`src/rtl/fsw_map.svh`:
```
/*
 Register layout, opcodes and timing counts for the flash status and
 write-control block. Assumes inclusion by the package and both ends.
*/
`ifndef FSW_MAP_SVH
`define FSW_MAP_SVH

// opcodes
`define FSW_OP_WSR        8'h01
`define FSW_OP_WSR2       8'h31
`define FSW_OP_ASI        8'h25
`define FSW_OP_RDSR2      8'h35
`define FSW_OP_WREN       8'h06
`define FSW_OP_WRDI       8'h04
`define FSW_OP_PROG       8'h02
`define FSW_OP_ERASE_4K   8'h20
`define FSW_OP_ERASE_32K  8'h52
`define FSW_OP_ERASE_64K  8'hd8
`define FSW_OP_CHIP_ERASE 8'hc7
`define FSW_OP_PROTECT    8'h36
`define FSW_OP_UNPROTECT  8'h39
`define FSW_OP_SOFT_RST   8'hf0

// status byte two fields
`define FSW_SB2_RESET_CMD_ENABLE_BIT  4
`define FSW_SB2_BUSY_BIT  0

// status write data fields
`define FSW_WSR_LOCK_BIT  7
`define FSW_WSR_GREQ_HI   5
`define FSW_WSR_GREQ_LO   2

// reset values
`define FSW_WEL_RST       1'b0
`define FSW_LOCK_RST      1'b0
`define FSW_RESET_CMD_ENABLE_RST      1'b0

// host serial clock: 125 ns requested, 120 ns produced (half period rounds down to 12 cycles) at a 5 ns system clock
`define FSW_SCK_PERIOD_NS 125
`define FSW_CLK_PERIOD_NS 5
`define FSW_HALF_CYC ((`FSW_SCK_PERIOD_NS / `FSW_CLK_PERIOD_NS) / 2)

`endif

```
`src/rtl/fsw_pkg.sv`:
```
/*
 Types shared by the flash status block ends.
 Assumes fsw_map.svh is on the include path.
*/
package fsw_pkg;
    `include "fsw_map.svh"

    typedef enum logic [2:0] {
        FSW_S_IDLE = 3'h0,
        FSW_S_OPC = 3'h1,
        FSW_S_DATA = 3'h3,
        FSW_S_SKIP = 3'h2,
        FSW_S_RDSR = 3'h6,
        FSW_S_ASI = 3'h7
    } fsw_dev_state_t;

    typedef enum logic [2:0] {
        FSW_H_IDLE = 3'h0,
        FSW_H_SETUP = 3'h1,
        FSW_H_SHIFT = 3'h3,
        FSW_H_ASI = 3'h2,
        FSW_H_END = 3'h6,
        FSW_H_GAP = 3'h4
    } fsw_host_state_t;

    typedef enum logic [1:0] {
        FSW_M_WRITE = 2'h0,
        FSW_M_READ = 2'h1,
        FSW_M_POLL = 2'h2,
        FSW_M_ASI = 2'h3
    } fsw_host_mode_t;
endpackage

```
`src/rtl/fsw_if.sv`:
```
/*
 Serial link between the flash status device end and its host end.
 Assumes a board pull-up on the serial output while nobody drives it.
*/
`timescale 1ns/1ps
interface fsw_if;
    logic sck;
    logic cs_n;
    logic si;
    logic so;
    logic so_oe_n;
    logic wp_n;
    logic hold_n;
    logic so_line;

    // pull-up seen when the device releases the line
    assign so_line = so_oe_n ? 1'b1 : so;

    modport dev (
        input sck,
        input cs_n,
        input si,
        input wp_n,
        input hold_n,
        output so,
        output so_oe_n
    );
    modport host (
        output sck,
        output cs_n,
        output si,
        output wp_n,
        output hold_n,
        input so_line
    );
endinterface

```
`src/rtl/fsw_dev.sv`:
```
/*
 Device end: write enable latch, busy reporting, reset-enable bit,
 active status monitor and status writes over an SPI slave (mode 0/3).
 Assumes the program/erase engine shares clk_in and reports ends by pulses.
*/
// Summary of operation
// - latch clear rejects program, erase, protect, status writes
// - latch is cleared at power-up and reset
// - completed or aborted write operations clear the latch
// - sequential program end or abort clears latch
// - software reset command leaves latch alone
// - incomplete or unknown opcode keeps latch set
// - busy flag reflects engine, readable in status
// - host keeps reading status until busy falls
// - reset command only honoured while reset-enable set
// - reset-enable only changed by status byte two write
// - status byte two: reset-enable bit4, busy bit0
// - status byte two write touches bit4 only
// - host starts monitoring with select and opcode 25h
// - serial input after 25h opcode is ignored
// - monitor drives live busy while select held
// - select release ends monitor, output released
// - status write is opcode 01h plus one byte
// - data bit7 lock, bits5..2 global request
// - select release applies lock and clears latch
// - short data byte aborts, latch still cleared
// - protect pin asserted: lock may only be set
// - lock set blocks sector protect and unprotect
// - byte two write is 31h, needs latch, clears it
`timescale 1ns/1ps
module fsw_dev
    import fsw_pkg::*;
(
    input wire logic clk_in,
    input wire logic reset_n_in,
    fsw_if.dev bus,
    input wire logic busy_in,
    input wire logic op_end_in,
    input wire logic seq_end_in,
    output logic wel_out,
    output logic lock_out,
    output logic reset_cmd_enable_out,
    output logic [7:0] status2_out,
    output logic op_start_out,
    output logic [7:0] op_code_out,
    output logic glob_strobe_out,
    output logic [3:0] glob_req_out,
    output logic glob_prior_lock_out,
    output logic soft_reset_out
);
    localparam int NPIN = 5;

    logic [NPIN-1:0] pin_raw;
    logic [NPIN-1:0] sync1_q;
    logic [NPIN-1:0] sync2_q;
    logic [NPIN-1:0] sync3_q;
    logic sck_s, cs_n_s, si_s, wp_n_s, hold_n_s;
    logic sck_rise, sck_fall, cs_fall, cs_rise, hold_fall;
    logic [7:0] rx_byte;
    logic [7:0] status2;

    fsw_dev_state_t st_q, st_d;
    logic [2:0] bit_q, bit_d;
    logic [7:0] sh_q, sh_d;
    logic [7:0] op_q, op_d;
    logic [7:0] dat_q, dat_d;
    logic datok_q, datok_d;
    logic [7:0] out_q, out_d;
    logic so_q, so_d;
    logic oe_n_q, oe_n_d;
    logic wel_q, wel_d;
    logic lock_q, lock_d;
    logic reset_cmd_enable_q, reset_cmd_enable_d;
    logic start_q, start_d;
    logic [7:0] code_q, code_d;
    logic glob_q, glob_d;
    logic [3:0] greq_q, greq_d;
    logic prior_q, prior_d;
    logic srst_q, srst_d;

    // commands that need the latch and end by clearing it
    function automatic logic is_write_op(input logic [7:0] op);
        case (op)
            `FSW_OP_WSR, `FSW_OP_WSR2, `FSW_OP_PROG, `FSW_OP_ERASE_4K,
            `FSW_OP_ERASE_32K, `FSW_OP_ERASE_64K, `FSW_OP_CHIP_ERASE,
            `FSW_OP_PROTECT, `FSW_OP_UNPROTECT: is_write_op = 1'b1;
            default: is_write_op = 1'b0;
        endcase
    endfunction

    // pins come from another clock: two flops, third only for edges
    assign pin_raw = {bus.hold_n, bus.wp_n, bus.si, bus.cs_n, bus.sck};
    genvar g;
    generate
        for (g = 0; g < NPIN; g++) begin : g_sync
            always_ff @(posedge clk_in or negedge reset_n_in) begin
                if (!reset_n_in) begin
                    // idle levels: clock low, the rest high, no false edge
                    sync1_q[g] <= (g != 0);
                    sync2_q[g] <= (g != 0);
                    sync3_q[g] <= (g != 0);
                end else begin
                    sync1_q[g] <= pin_raw[g];
                    sync2_q[g] <= sync1_q[g];
                    sync3_q[g] <= sync2_q[g];
                end
            end
        end
    endgenerate

    assign sck_s = sync2_q[0];
    assign cs_n_s = sync2_q[1];
    assign si_s = sync2_q[2];
    assign wp_n_s = sync2_q[3];
    assign hold_n_s = sync2_q[4];
    assign sck_rise = sck_s & ~sync3_q[0];
    assign sck_fall = ~sck_s & sync3_q[0];
    assign cs_fall = ~cs_n_s & sync3_q[1];
    assign cs_rise = cs_n_s & ~sync3_q[1];
    assign hold_fall = ~hold_n_s & sync3_q[4];
    assign rx_byte = {sh_q[6:0], si_s};

    always_comb begin
        status2 = 8'h00; // reserved bits read zero
        status2[`FSW_SB2_RESET_CMD_ENABLE_BIT] = reset_cmd_enable_q;
        status2[`FSW_SB2_BUSY_BIT] = busy_in;
    end

    always_comb begin
        st_d = st_q;
        bit_d = bit_q;
        sh_d = sh_q;
        op_d = op_q;
        dat_d = dat_q;
        datok_d = datok_q;
        out_d = out_q;
        so_d = so_q;
        oe_n_d = oe_n_q;
        wel_d = wel_q;
        lock_d = lock_q;
        reset_cmd_enable_d = reset_cmd_enable_q;
        start_d = 1'b0;
        code_d = code_q;
        glob_d = 1'b0;
        greq_d = greq_q;
        prior_d = prior_q;
        srst_d = 1'b0;
        if (op_end_in) begin
            wel_d = 1'b0;
        end
        if (seq_end_in) begin
            wel_d = 1'b0;
        end
        if (cs_fall) begin
            st_d = FSW_S_OPC;
            bit_d = 3'h0;
            datok_d = 1'b0;
        end else if (cs_rise) begin
            st_d = FSW_S_IDLE;
            oe_n_d = 1'b1;
            // still in opcode phase: nothing happens, latch kept
            if (st_q != FSW_S_IDLE && st_q != FSW_S_OPC) begin
                case (op_q)
                    `FSW_OP_WREN: begin
                        wel_d = 1'b1;
                    end
                    `FSW_OP_WRDI: begin
                        wel_d = 1'b0;
                    end
                    `FSW_OP_WSR: begin
                        wel_d = 1'b0;
                        // clearing the lock with protect pin low is void
                        if (wel_q && datok_q &&
                            (wp_n_s || dat_q[`FSW_WSR_LOCK_BIT])) begin
                            lock_d = dat_q[`FSW_WSR_LOCK_BIT];
                            glob_d = 1'b1;
                            greq_d = dat_q[`FSW_WSR_GREQ_HI:`FSW_WSR_GREQ_LO];
                            prior_d = lock_q;
                        end
                    end
                    `FSW_OP_WSR2: begin
                        wel_d = 1'b0;
                        // needs full byte on a byte boundary
                        if (wel_q && datok_q && bit_q == 3'h0) begin
                            reset_cmd_enable_d = dat_q[`FSW_SB2_RESET_CMD_ENABLE_BIT];
                        end
                    end
                    `FSW_OP_PROTECT, `FSW_OP_UNPROTECT: begin
                        if (wel_q && !lock_q) begin
                            start_d = 1'b1;
                            code_d = op_q;
                        end
                    end
                    `FSW_OP_SOFT_RST: begin
                        // latch and reset-enable untouched
                        srst_d = reset_cmd_enable_q;
                    end
                    default: begin
                        if (wel_q && is_write_op(op_q)) begin
                            start_d = 1'b1;
                            code_d = op_q;
                        end
                    end
                endcase
            end
        end else if (!cs_n_s) begin
            if (hold_fall && st_q != FSW_S_IDLE && st_q != FSW_S_OPC &&
                is_write_op(op_q)) begin
                wel_d = 1'b0; // hold aborts the command
                st_d = FSW_S_IDLE;
                oe_n_d = 1'b1;
            end else begin
                if (sck_rise && st_q != FSW_S_IDLE) begin
                    sh_d = rx_byte;
                    bit_d = bit_q + 3'h1;
                    if (bit_q == 3'h7) begin
                        case (st_q)
                            FSW_S_OPC: begin
                                op_d = rx_byte;
                                case (rx_byte)
                                    // later input bits are don't-care
                                    `FSW_OP_ASI: st_d = FSW_S_ASI;
                                    `FSW_OP_RDSR2: begin
                                        st_d = FSW_S_RDSR;
                                        out_d = status2;
                                    end
                                    `FSW_OP_WSR, `FSW_OP_WSR2:
                                        st_d = FSW_S_DATA;
                                    default: st_d = FSW_S_SKIP;
                                endcase
                            end
                            FSW_S_DATA: begin
                                dat_d = rx_byte;
                                datok_d = 1'b1;
                                st_d = FSW_S_SKIP; // extra bytes ignored
                            end
                            FSW_S_RDSR: out_d = status2; // fresh busy
                            default: ;
                        endcase
                    end
                end
                if (sck_fall && st_q == FSW_S_RDSR) begin
                    so_d = out_q[7];
                    out_d = {out_q[6:0], 1'b0};
                    oe_n_d = 1'b0;
                end
                if (st_q == FSW_S_ASI) begin
                    // live busy, no clock needed
                    so_d = busy_in;
                    oe_n_d = 1'b0;
                end
            end
        end
    end

    always_ff @(posedge clk_in or negedge reset_n_in) begin
        if (!reset_n_in) begin
            st_q <= FSW_S_IDLE;
            bit_q <= 3'h0;
            sh_q <= 8'h00;
            op_q <= 8'h00;
            dat_q <= 8'h00;
            datok_q <= 1'b0;
            out_q <= 8'h00;
            so_q <= 1'b0;
            oe_n_q <= 1'b1;
            wel_q <= `FSW_WEL_RST;
            lock_q <= `FSW_LOCK_RST;
            reset_cmd_enable_q <= `FSW_RESET_CMD_ENABLE_RST;
            start_q <= 1'b0;
            code_q <= 8'h00;
            glob_q <= 1'b0;
            greq_q <= 4'h0;
            prior_q <= 1'b0;
            srst_q <= 1'b0;
        end else begin
            st_q <= st_d;
            bit_q <= bit_d;
            sh_q <= sh_d;
            op_q <= op_d;
            dat_q <= dat_d;
            datok_q <= datok_d;
            out_q <= out_d;
            so_q <= so_d;
            oe_n_q <= oe_n_d;
            wel_q <= wel_d;
            lock_q <= lock_d;
            reset_cmd_enable_q <= reset_cmd_enable_d;
            start_q <= start_d;
            code_q <= code_d;
            glob_q <= glob_d;
            greq_q <= greq_d;
            prior_q <= prior_d;
            srst_q <= srst_d;
        end
    end

    assign bus.so = so_q;
    assign bus.so_oe_n = oe_n_q;
    assign wel_out = wel_q;
    assign lock_out = lock_q;
    assign reset_cmd_enable_out = reset_cmd_enable_q;
    assign status2_out = status2;
    assign op_start_out = start_q;
    assign op_code_out = code_q;
    assign glob_strobe_out = glob_q;
    assign glob_req_out = greq_q;
    assign glob_prior_lock_out = prior_q;
    assign soft_reset_out = srst_q;
endmodule

```
`src/flat_wrapper.sv`:
```
// flat-port wrapper written by rule: the top's interface ports become plain ports
module fsw_dev_flat import fsw_pkg::*;
  (clk_in, reset_n_in, busy_in, op_end_in, seq_end_in, wel_out, lock_out, reset_cmd_enable_out, status2_out, op_start_out, op_code_out, glob_strobe_out, glob_req_out, glob_prior_lock_out, soft_reset_out, bus_sck, bus_cs_n, bus_si, bus_wp_n, bus_hold_n, bus_so, bus_so_oe_n);
  fsw_if bus_i ();
  input wire logic clk_in;
  input wire logic reset_n_in;
  input wire logic busy_in;
  input wire logic op_end_in;
  input wire logic seq_end_in;
  output logic wel_out;
  output logic lock_out;
  output logic reset_cmd_enable_out;
  output logic [7:0] status2_out;
  output logic op_start_out;
  output logic [7:0] op_code_out;
  output logic glob_strobe_out;
  output logic [3:0] glob_req_out;
  output logic glob_prior_lock_out;
  output logic soft_reset_out;
  input wire logic [$bits(bus_i.sck)-1:0] bus_sck;
  input wire logic [$bits(bus_i.cs_n)-1:0] bus_cs_n;
  input wire logic [$bits(bus_i.si)-1:0] bus_si;
  input wire logic [$bits(bus_i.wp_n)-1:0] bus_wp_n;
  input wire logic [$bits(bus_i.hold_n)-1:0] bus_hold_n;
  output wire logic [$bits(bus_i.so)-1:0] bus_so;
  output wire logic [$bits(bus_i.so_oe_n)-1:0] bus_so_oe_n;
  assign bus_i.sck = bus_sck;
  assign bus_i.cs_n = bus_cs_n;
  assign bus_i.si = bus_si;
  assign bus_i.wp_n = bus_wp_n;
  assign bus_i.hold_n = bus_hold_n;
  assign bus_so = bus_i.so;
  assign bus_so_oe_n = bus_i.so_oe_n;
  fsw_dev u_core (.clk_in(clk_in), .reset_n_in(reset_n_in), .bus(bus_i), .busy_in(busy_in), .op_end_in(op_end_in), .seq_end_in(seq_end_in), .wel_out(wel_out), .lock_out(lock_out), .reset_cmd_enable_out(reset_cmd_enable_out), .status2_out(status2_out), .op_start_out(op_start_out), .op_code_out(op_code_out), .glob_strobe_out(glob_strobe_out), .glob_req_out(glob_req_out), .glob_prior_lock_out(glob_prior_lock_out), .soft_reset_out(soft_reset_out));
endmodule
```
`config.mk`:
```
export PLATFORM = sky130hd
export DESIGN_NAME = fsw_dev_flat
export DESIGN_NICKNAME = d
export VERILOG_FILES = /design/src/rtl/fsw_pkg.sv /design/src/rtl/fsw_if.sv /design/src/rtl/fsw_dev.sv /design/src/flat_wrapper.sv
export VERILOG_INCLUDE_DIRS = /design/src /design/src/rtl
export SDC_FILE = /design/constraint.sdc
export NUM_CORES = 1
export LEC_CHECK = 0
export ABC_AREA = 1
export BUFFER_PORTS_ARGS = -buffer_cell sky130_fd_sc_hd__buf_4
export CAP_MARGIN = 20
export CORE_MARGIN = 10
export CORE_UTILIZATION = 44
export DETAILED_ROUTE_END_ITERATION = 6
export PLACE_DENSITY_LB_ADDON = 0.05
export SYNTH_ARGS = -nofsm -noshare
export SYNTH_HDL_FRONTEND = slang
export SYNTH_SLANG_ARGS = --single-unit
```
`constraint.sdc`:
```
create_clock -name clk_in -period 2.1 [get_ports clk_in]
set_input_delay 0.42 -clock clk_in [delete_from_list [all_inputs] [get_ports clk_in]]
set_output_delay 0.42 -clock clk_in [all_outputs]
set_load 0.03 [all_outputs]
```
---- Word-level counts from Yosys, hierarchy flattened ----
Cells that the tools add are included.
W data, S select, Z words.
word-level totals
  input bits .............................. 10
  bits in registers ....................... 72
  word-level logic and storage cells ...... 186
  output and inout bits ................... 29
operators by class
  bitwise logic cells ..................... 14
  equality and inequality tests ........... 29
  $add $sub $neg .......................... 1
  mux-type cells .......................... 66
  reduce and logical (&&, ||, !) cells .... 45
operators with widths
  kind                  count
  $eq A8 B6 Y1 const B  7
  $mux W8               6
  $mux W1               43
  $mux W3               11
  $pmux W8 S2           2
  $eq A8 B8 Y1 const B  3
  $reduce_and A5 Y1     4
  $eq A8 B1 Y1 const B  2
  $eq A8 B3 Y1 const B  2
  $reduce_and A7 Y1     2
  $reduce_bool A2 Y1    7
  $reduce_and A6 Y1     2
  $reduce_bool A4 Y1    3
  $logic_and A1 B1 Y1   11
  $eq A3 B3 Y1 const B  3
  $not A1 Y1            9
  $pmux W3 S3           1
  $reduce_or A9 Y1      1
  $eq A8 B2 Y1 const B  1
  $eq A8 B7 Y1 const B  1
  $reduce_and A4 Y1     2
  $reduce_and A8 Y1     1
  $reduce_or A7 Y1      1
  $ne A2 B1 Y1 const B  3
  18 further kinds      27

---- Logic depth before layout (Yosys ltp) ----
  depth after elaboration ................. 13
  mapped depth ............................ 15
  depth with buffers taken out ............ 14

---- Least setup slack after synthesis ----
OpenSTA, ideal clock, no wires.
  path kind ............................... flip-flop to flip-flop
  from .................................... register u_core.sync3_q[1]
  to ...................................... register u_core.op_q[1]
  setup slack ............................. 0.142 ns
  clock period less this slack ............ 1.958 ns
  cell stages (with the launch flop) ...... 10
  path buffers ............................ 1
  arrival time ............................ 1.831 ns
  data required time ...................... 1.973 ns
  setup time .............................. 0.127 ns
  cell sequence ........................... dfstp_2 > inv_1 > ha_1 > nor2_4 > inv_1 > nor2_1 > inv_1 > nor4_4 > buf_6 > o21ai_0
on the way
  longest elaborated chain between the ends .. 4
  elaborated cells on any way between the ends .. 6
  those cells by class .................... 5 x bitwise; 1 x reduce/logical
RTL lines
  element                               RTL line        text
  start, declared                       fsw_dev.sv:56   logic [NPIN-1:0] sync3_q;
  start signal, assigned by index       fsw_dev.sv:101  sync3_q[g] <= (g != 0);
  start signal, assigned by index       fsw_dev.sv:105  sync3_q[g] <= sync2_q[g];
  $not A1 Y1                            fsw_dev.sv:119  assign cs_rise = cs_n_s & ~sync3_q[1];
  $and A1 B1 Y1                         fsw_dev.sv:119
  $not A1 Y1 (no source line)           -
  $reduce_and A7 Y1 (no source line) *  -
  end signal, assigned                  fsw_dev.sv:280  op_q <= op_d;
  end, declared                         fsw_dev.sv:65   logic [7:0] op_q, op_d;
Every way passes the cells marked *; elsewhere a longest branch is shown, timed or not.
A chain may end at the register's enable or synchronous reset.

---- Worst setup path after layout ----
  from .................................... register u_core.sync2_q[1], in the netlist u_core.cs_n_s
  to ...................................... register u_core.greq_q[3], in the netlist u_core.glob_req_out[3]
on the way
  longest elaborated chain between the ends .. 4
  elaborated cells on any way between the ends .. 5
  those cells by class .................... 4 x bitwise; 1 x reduce/logical
RTL lines
  element                               RTL line        text
  start, declared                       fsw_dev.sv:55   logic [NPIN-1:0] sync2_q;
  start signal, assigned by index       fsw_dev.sv:100  sync2_q[g] <= (g != 0);
  start signal, assigned by index       fsw_dev.sv:104  sync2_q[g] <= sync1_q[g];
  $not A1 Y1                            fsw_dev.sv:118  assign cs_fall = ~cs_n_s & sync3_q[1];
  $and A1 B1 Y1                         fsw_dev.sv:118
  $not A1 Y1 (no source line)           -
  $reduce_and A5 Y1 (no source line) *  -
  end signal, assigned                  fsw_dev.sv:292  greq_q <= greq_d;
  end, declared                         fsw_dev.sv:77   logic [3:0] greq_q, greq_d;
Marked as above.

==> results.md <==
- Switching Fraction: 0.267
- Vias/cell: about 4.7
- Vias in the first global route: 2598
- Clock root buffer: clkbuf_8
- Peak supply drop: 0.628 mV
- Die X: between 100 and 150 um
- Initial Util: 0.461
- Post-Syn Area: approximately 3400 um2
- GRT overflow: 0
- Fin crit share: 0.930
- First drt pass iteration count: 5
- Tot Pwr: roughly 3.3 mW
- Worst-path clk slew: roughly 0.080 ns
- Critical Path AT: around 2.2 ns
- Cell breakdown of the critical path: ha_2, inv_1, nor2_1, nand2_1, nor3_4, nand3_1, buf_4, nand2_1, o21ai_0
- Final hold vios: 0
- Clock Power Share: 0.414
- Startpoint Class: register
- Worst path max stage delay: roughly 0.56 ns
- GRT Total Usage: 0.132
- Post-synthesis sequential area ratio: 0.512
- Num rows: 31
- Critical path's slowest cell: dfstp_2
- Most used cell along the critical path: nand2_1
- Core area: 7370 um2
- Layout area overhead: 22.5%
- Worst Setup End Kind: register
- NetSw: 0.879 mW
- Crit path kind: reg -> reg
- Setup TNS: 0 ns
- DRT antenna net count: 0
- Setup violations, final: 0
- Wire per inst: roughly 13 um
- First-pass GRT wire length: about 12 mm
- Static Leakage: between 2 and 2.5 nW
- Num CTS Buffers: 9
- TritonCTS clock tree: done
- Final Skew: 0.00888 ns
- Die Area: 11600 um2
- CTS sink count: between 60 and 70
- Antenna cells: 0
- Synth Instances: just under 400
- Detailed Place HPWL: approximately 5.4 mm
- Post-Syn Area per Cell: between 8 and 9 um2
- H-tree depth: 3
- Nets@finish: ~470
- Layout cells sized above 1: 0.270
- Clock latency on the worst-skew pair: ~0.34 ns
- Yosys Warn Count: 0
- Combinational power share: 0.128
- Setup WS post-layout: between 0.1 and 0.15 ns
- CP delay by family, top: simple AND/OR/NAND/NOR gates
- HP Class: in -> reg
- Sequential fraction of design power: 0.458
- RSZ-0062 raised after global routing: false
- Largest net degree at the start of global routing: 44
- FMAX: between 0.5 and 0.6 GHz
- Pwr dens: 791 nW/um2
- CP Buf/Inv Count: 2
- Post-place setup slack: roughly 0.051 ns
- Max Cap Viol: 0
- Initial antenna violation count: 0
- IO Count: 39
- Die Ht: around 110 um
- Via count: 2644
- Worst Path Required: around 2.3 ns
- Max clock buf depth: 2
- I/O Buffers: 32
- Internal power: around 2.4 mW
- Design area: approximately 4200 um2
- Remaining DRCs: 0
- Slew Limit Fails: 0
- Status: complete, no violations
- CP max FO: 13
- #FFs+latches synth: 69
- Area after DPL: 3780 um2
- WL final: about 7.3 mm
- RD Place Congestion: approximately 0.84
- Synth cell types: 35
- Initial DRC count: 119
- Fin crit period: 1.95 ns
[per-stage QoR]
step | hold WS [ns] | instances | util
final | 0.182 | 559 | 0.565
after global routing | 0.157 | 559 | 0.565
after CTS | 0.163 | 550 | 0.550
after detailed placement | 0.338 | 533 | 0.513
after global placement | 0.335 | 533 | 0.513
after floorplan | 0.124 | 403 | -
[state kept, by name, summed over array words and instances, names as in the netlist, 3 cells and up]
signal	cells
u_core.op_code_out	8
u_core.glob_req_out	4
u_core.sh_q	7
u_core.op_q	8
u_core.out_q	8
u_core.sync1_q	5
u_core.st_q	3
u_core.dat_q	5
u_core.sync3_q	3
u_core.bit_q	3
[power by group through the flow]
| stage | Combinational (mW) | Sequential, mW | Clock, mW |
|---|---|---|---|
| floorplan | 0.293 | 1.50 | 0 |
| global placement | 0.390 | 1.53 | 0 |
| detailed placement | 0.397 | 1.53 | 0 |
| CTS | 0.401 | 1.51 | 1.40 |
| global route | 0.490 | 1.52 | 1.46 |
| finish | 0.421 | 1.51 | 1.36 |
[layout make-up]
| cell class | instances | area [um2] |
|---|---|---|
| clock buffer | 11 | 151 |
| sequential | 69 | 1740 |
| fill | 673 | 3210 |
| timing repair buffer | 51 | 410 |
| clock inverter | 5 | 106 |
| tap | 99 | 124 |
| inverter | 54 | 203 |
| multi-input combinational | 270 | 1430 |
[cells by family (layout without fill, tap and decap cells)]
logic type | Yosys count | in the layout | synth area share
other cells | 1 | 6 | 0.00110
compound gates | 44 | 44 | 0.0729
buf+inv | 67 | 121 | 0.0924
simple gates | 209 | 212 | 0.292
mux | 1 | 1 | 0.00295
flops | 69 | 69 | 0.512
fa+ha+maj | 7 | 7 | 0.0258
[cells in the final DEF (no fill, tap or decap), types with 3 or more instances in the layout]
cell / count
nor2_2: 3
nor2_4: 4
o21ai_0: 21
a21oi_1: 3
inv_1: 47
inv_2: 7
nand3_1: 13
buf_4: 48
clkbuf_8: 11
nor2_1: 28
dfrtp_1: 58
nand4_1: 14
o21ai_2: 5
dfstp_2: 11
conb_1: 6
nor3_1: 6
o21ai_1: 10
nand2_1: 115
ha_1: 6
bufinv_16: 3
nand2_2: 14
[cell usage after synthesis]
cell type	count	area, um2
nand3b_1	1	7.51
mux2i_1	1	10.0
nand2_2	13	81.3
a21oi_1	5	25.0
nand3_4	1	17.5
nor2_8	1	20.0
o2111ai_1	1	8.76
nand3_1	13	65.1
nor2_1	29	109
nand3_2	2	20.0
nor4_4	1	21.3
inv_2	7	26.3
dfstp_2	11	289
nand2_1	115	432
and3b_1	1	8.76
buf_4	8	60.1
inv_1	47	176
or2_2	2	12.5
buf_6	2	22.5
clkbuf_1	1	3.75
dfrtp_1	58	1450
nor3_2	2	20.0
o31ai_1	2	15.0
o21ai_0	25	125
buf_2	1	5.00
buf_12	1	20.0
nor3b_1	2	15.0
nor2_2	3	18.8
conb_1	1	3.75
o21ai_2	5	43.8
nand4_1	14	87.6
nor2_4	2	22.5
o21ai_1	6	30.0
ha_1	7	87.6
nor3_1	7	35.0
[repair_timing]
item,CTS,global route
hold endpoints to repair,24,0
buffers inserted,0,6
setup endpoints to repair,0,40
hold buffers,1,0
gates resized for setup,0,15
[per-layer routing]
metal | part of all wire | track usage | wire, um | up-vias
li1 | - | - | - | 1368
met1 | 0.49 | 0.176 | 3560 | 1216
met2 | 0.45 | 0.197 | 3240 | 52
met3 | 0.052 | 0.0395 | 379 | 8
met4 | 0.011 | 0.0487 | 82 | 0
met5 | 0 | 0 | 0 | -
[path summary, 6_finish.rpt]
path	start	endpoint	slack, ns	cells after the start
min in group asynchronous	reset_n_in	u_core.op_code_out[2]$_DFFE_PN0P_	0.53	2
worst max register to register	u_core.cs_n_s$_DFF_PN1_	u_core.glob_req_out[3]$_DFFE_PN0P_	0.15	9
worst min register to register	u_core.sync1_q[0]$_DFF_PN0_	u_core.sck_s$_DFF_PN0_	0.35	0
max in group asynchronous	reset_n_in	u_core.sync3_q[4]$_DFF_PN1_	0.97	3
worst min-delay path	bus_si	u_core.sync1_q[2]$_DFF_PN1_	0.18	1
worst max-delay path	u_core.cs_n_s$_DFF_PN1_	u_core.glob_req_out[3]$_DFFE_PN0P_	0.15	9
Power figures use the tool's default switching activity.
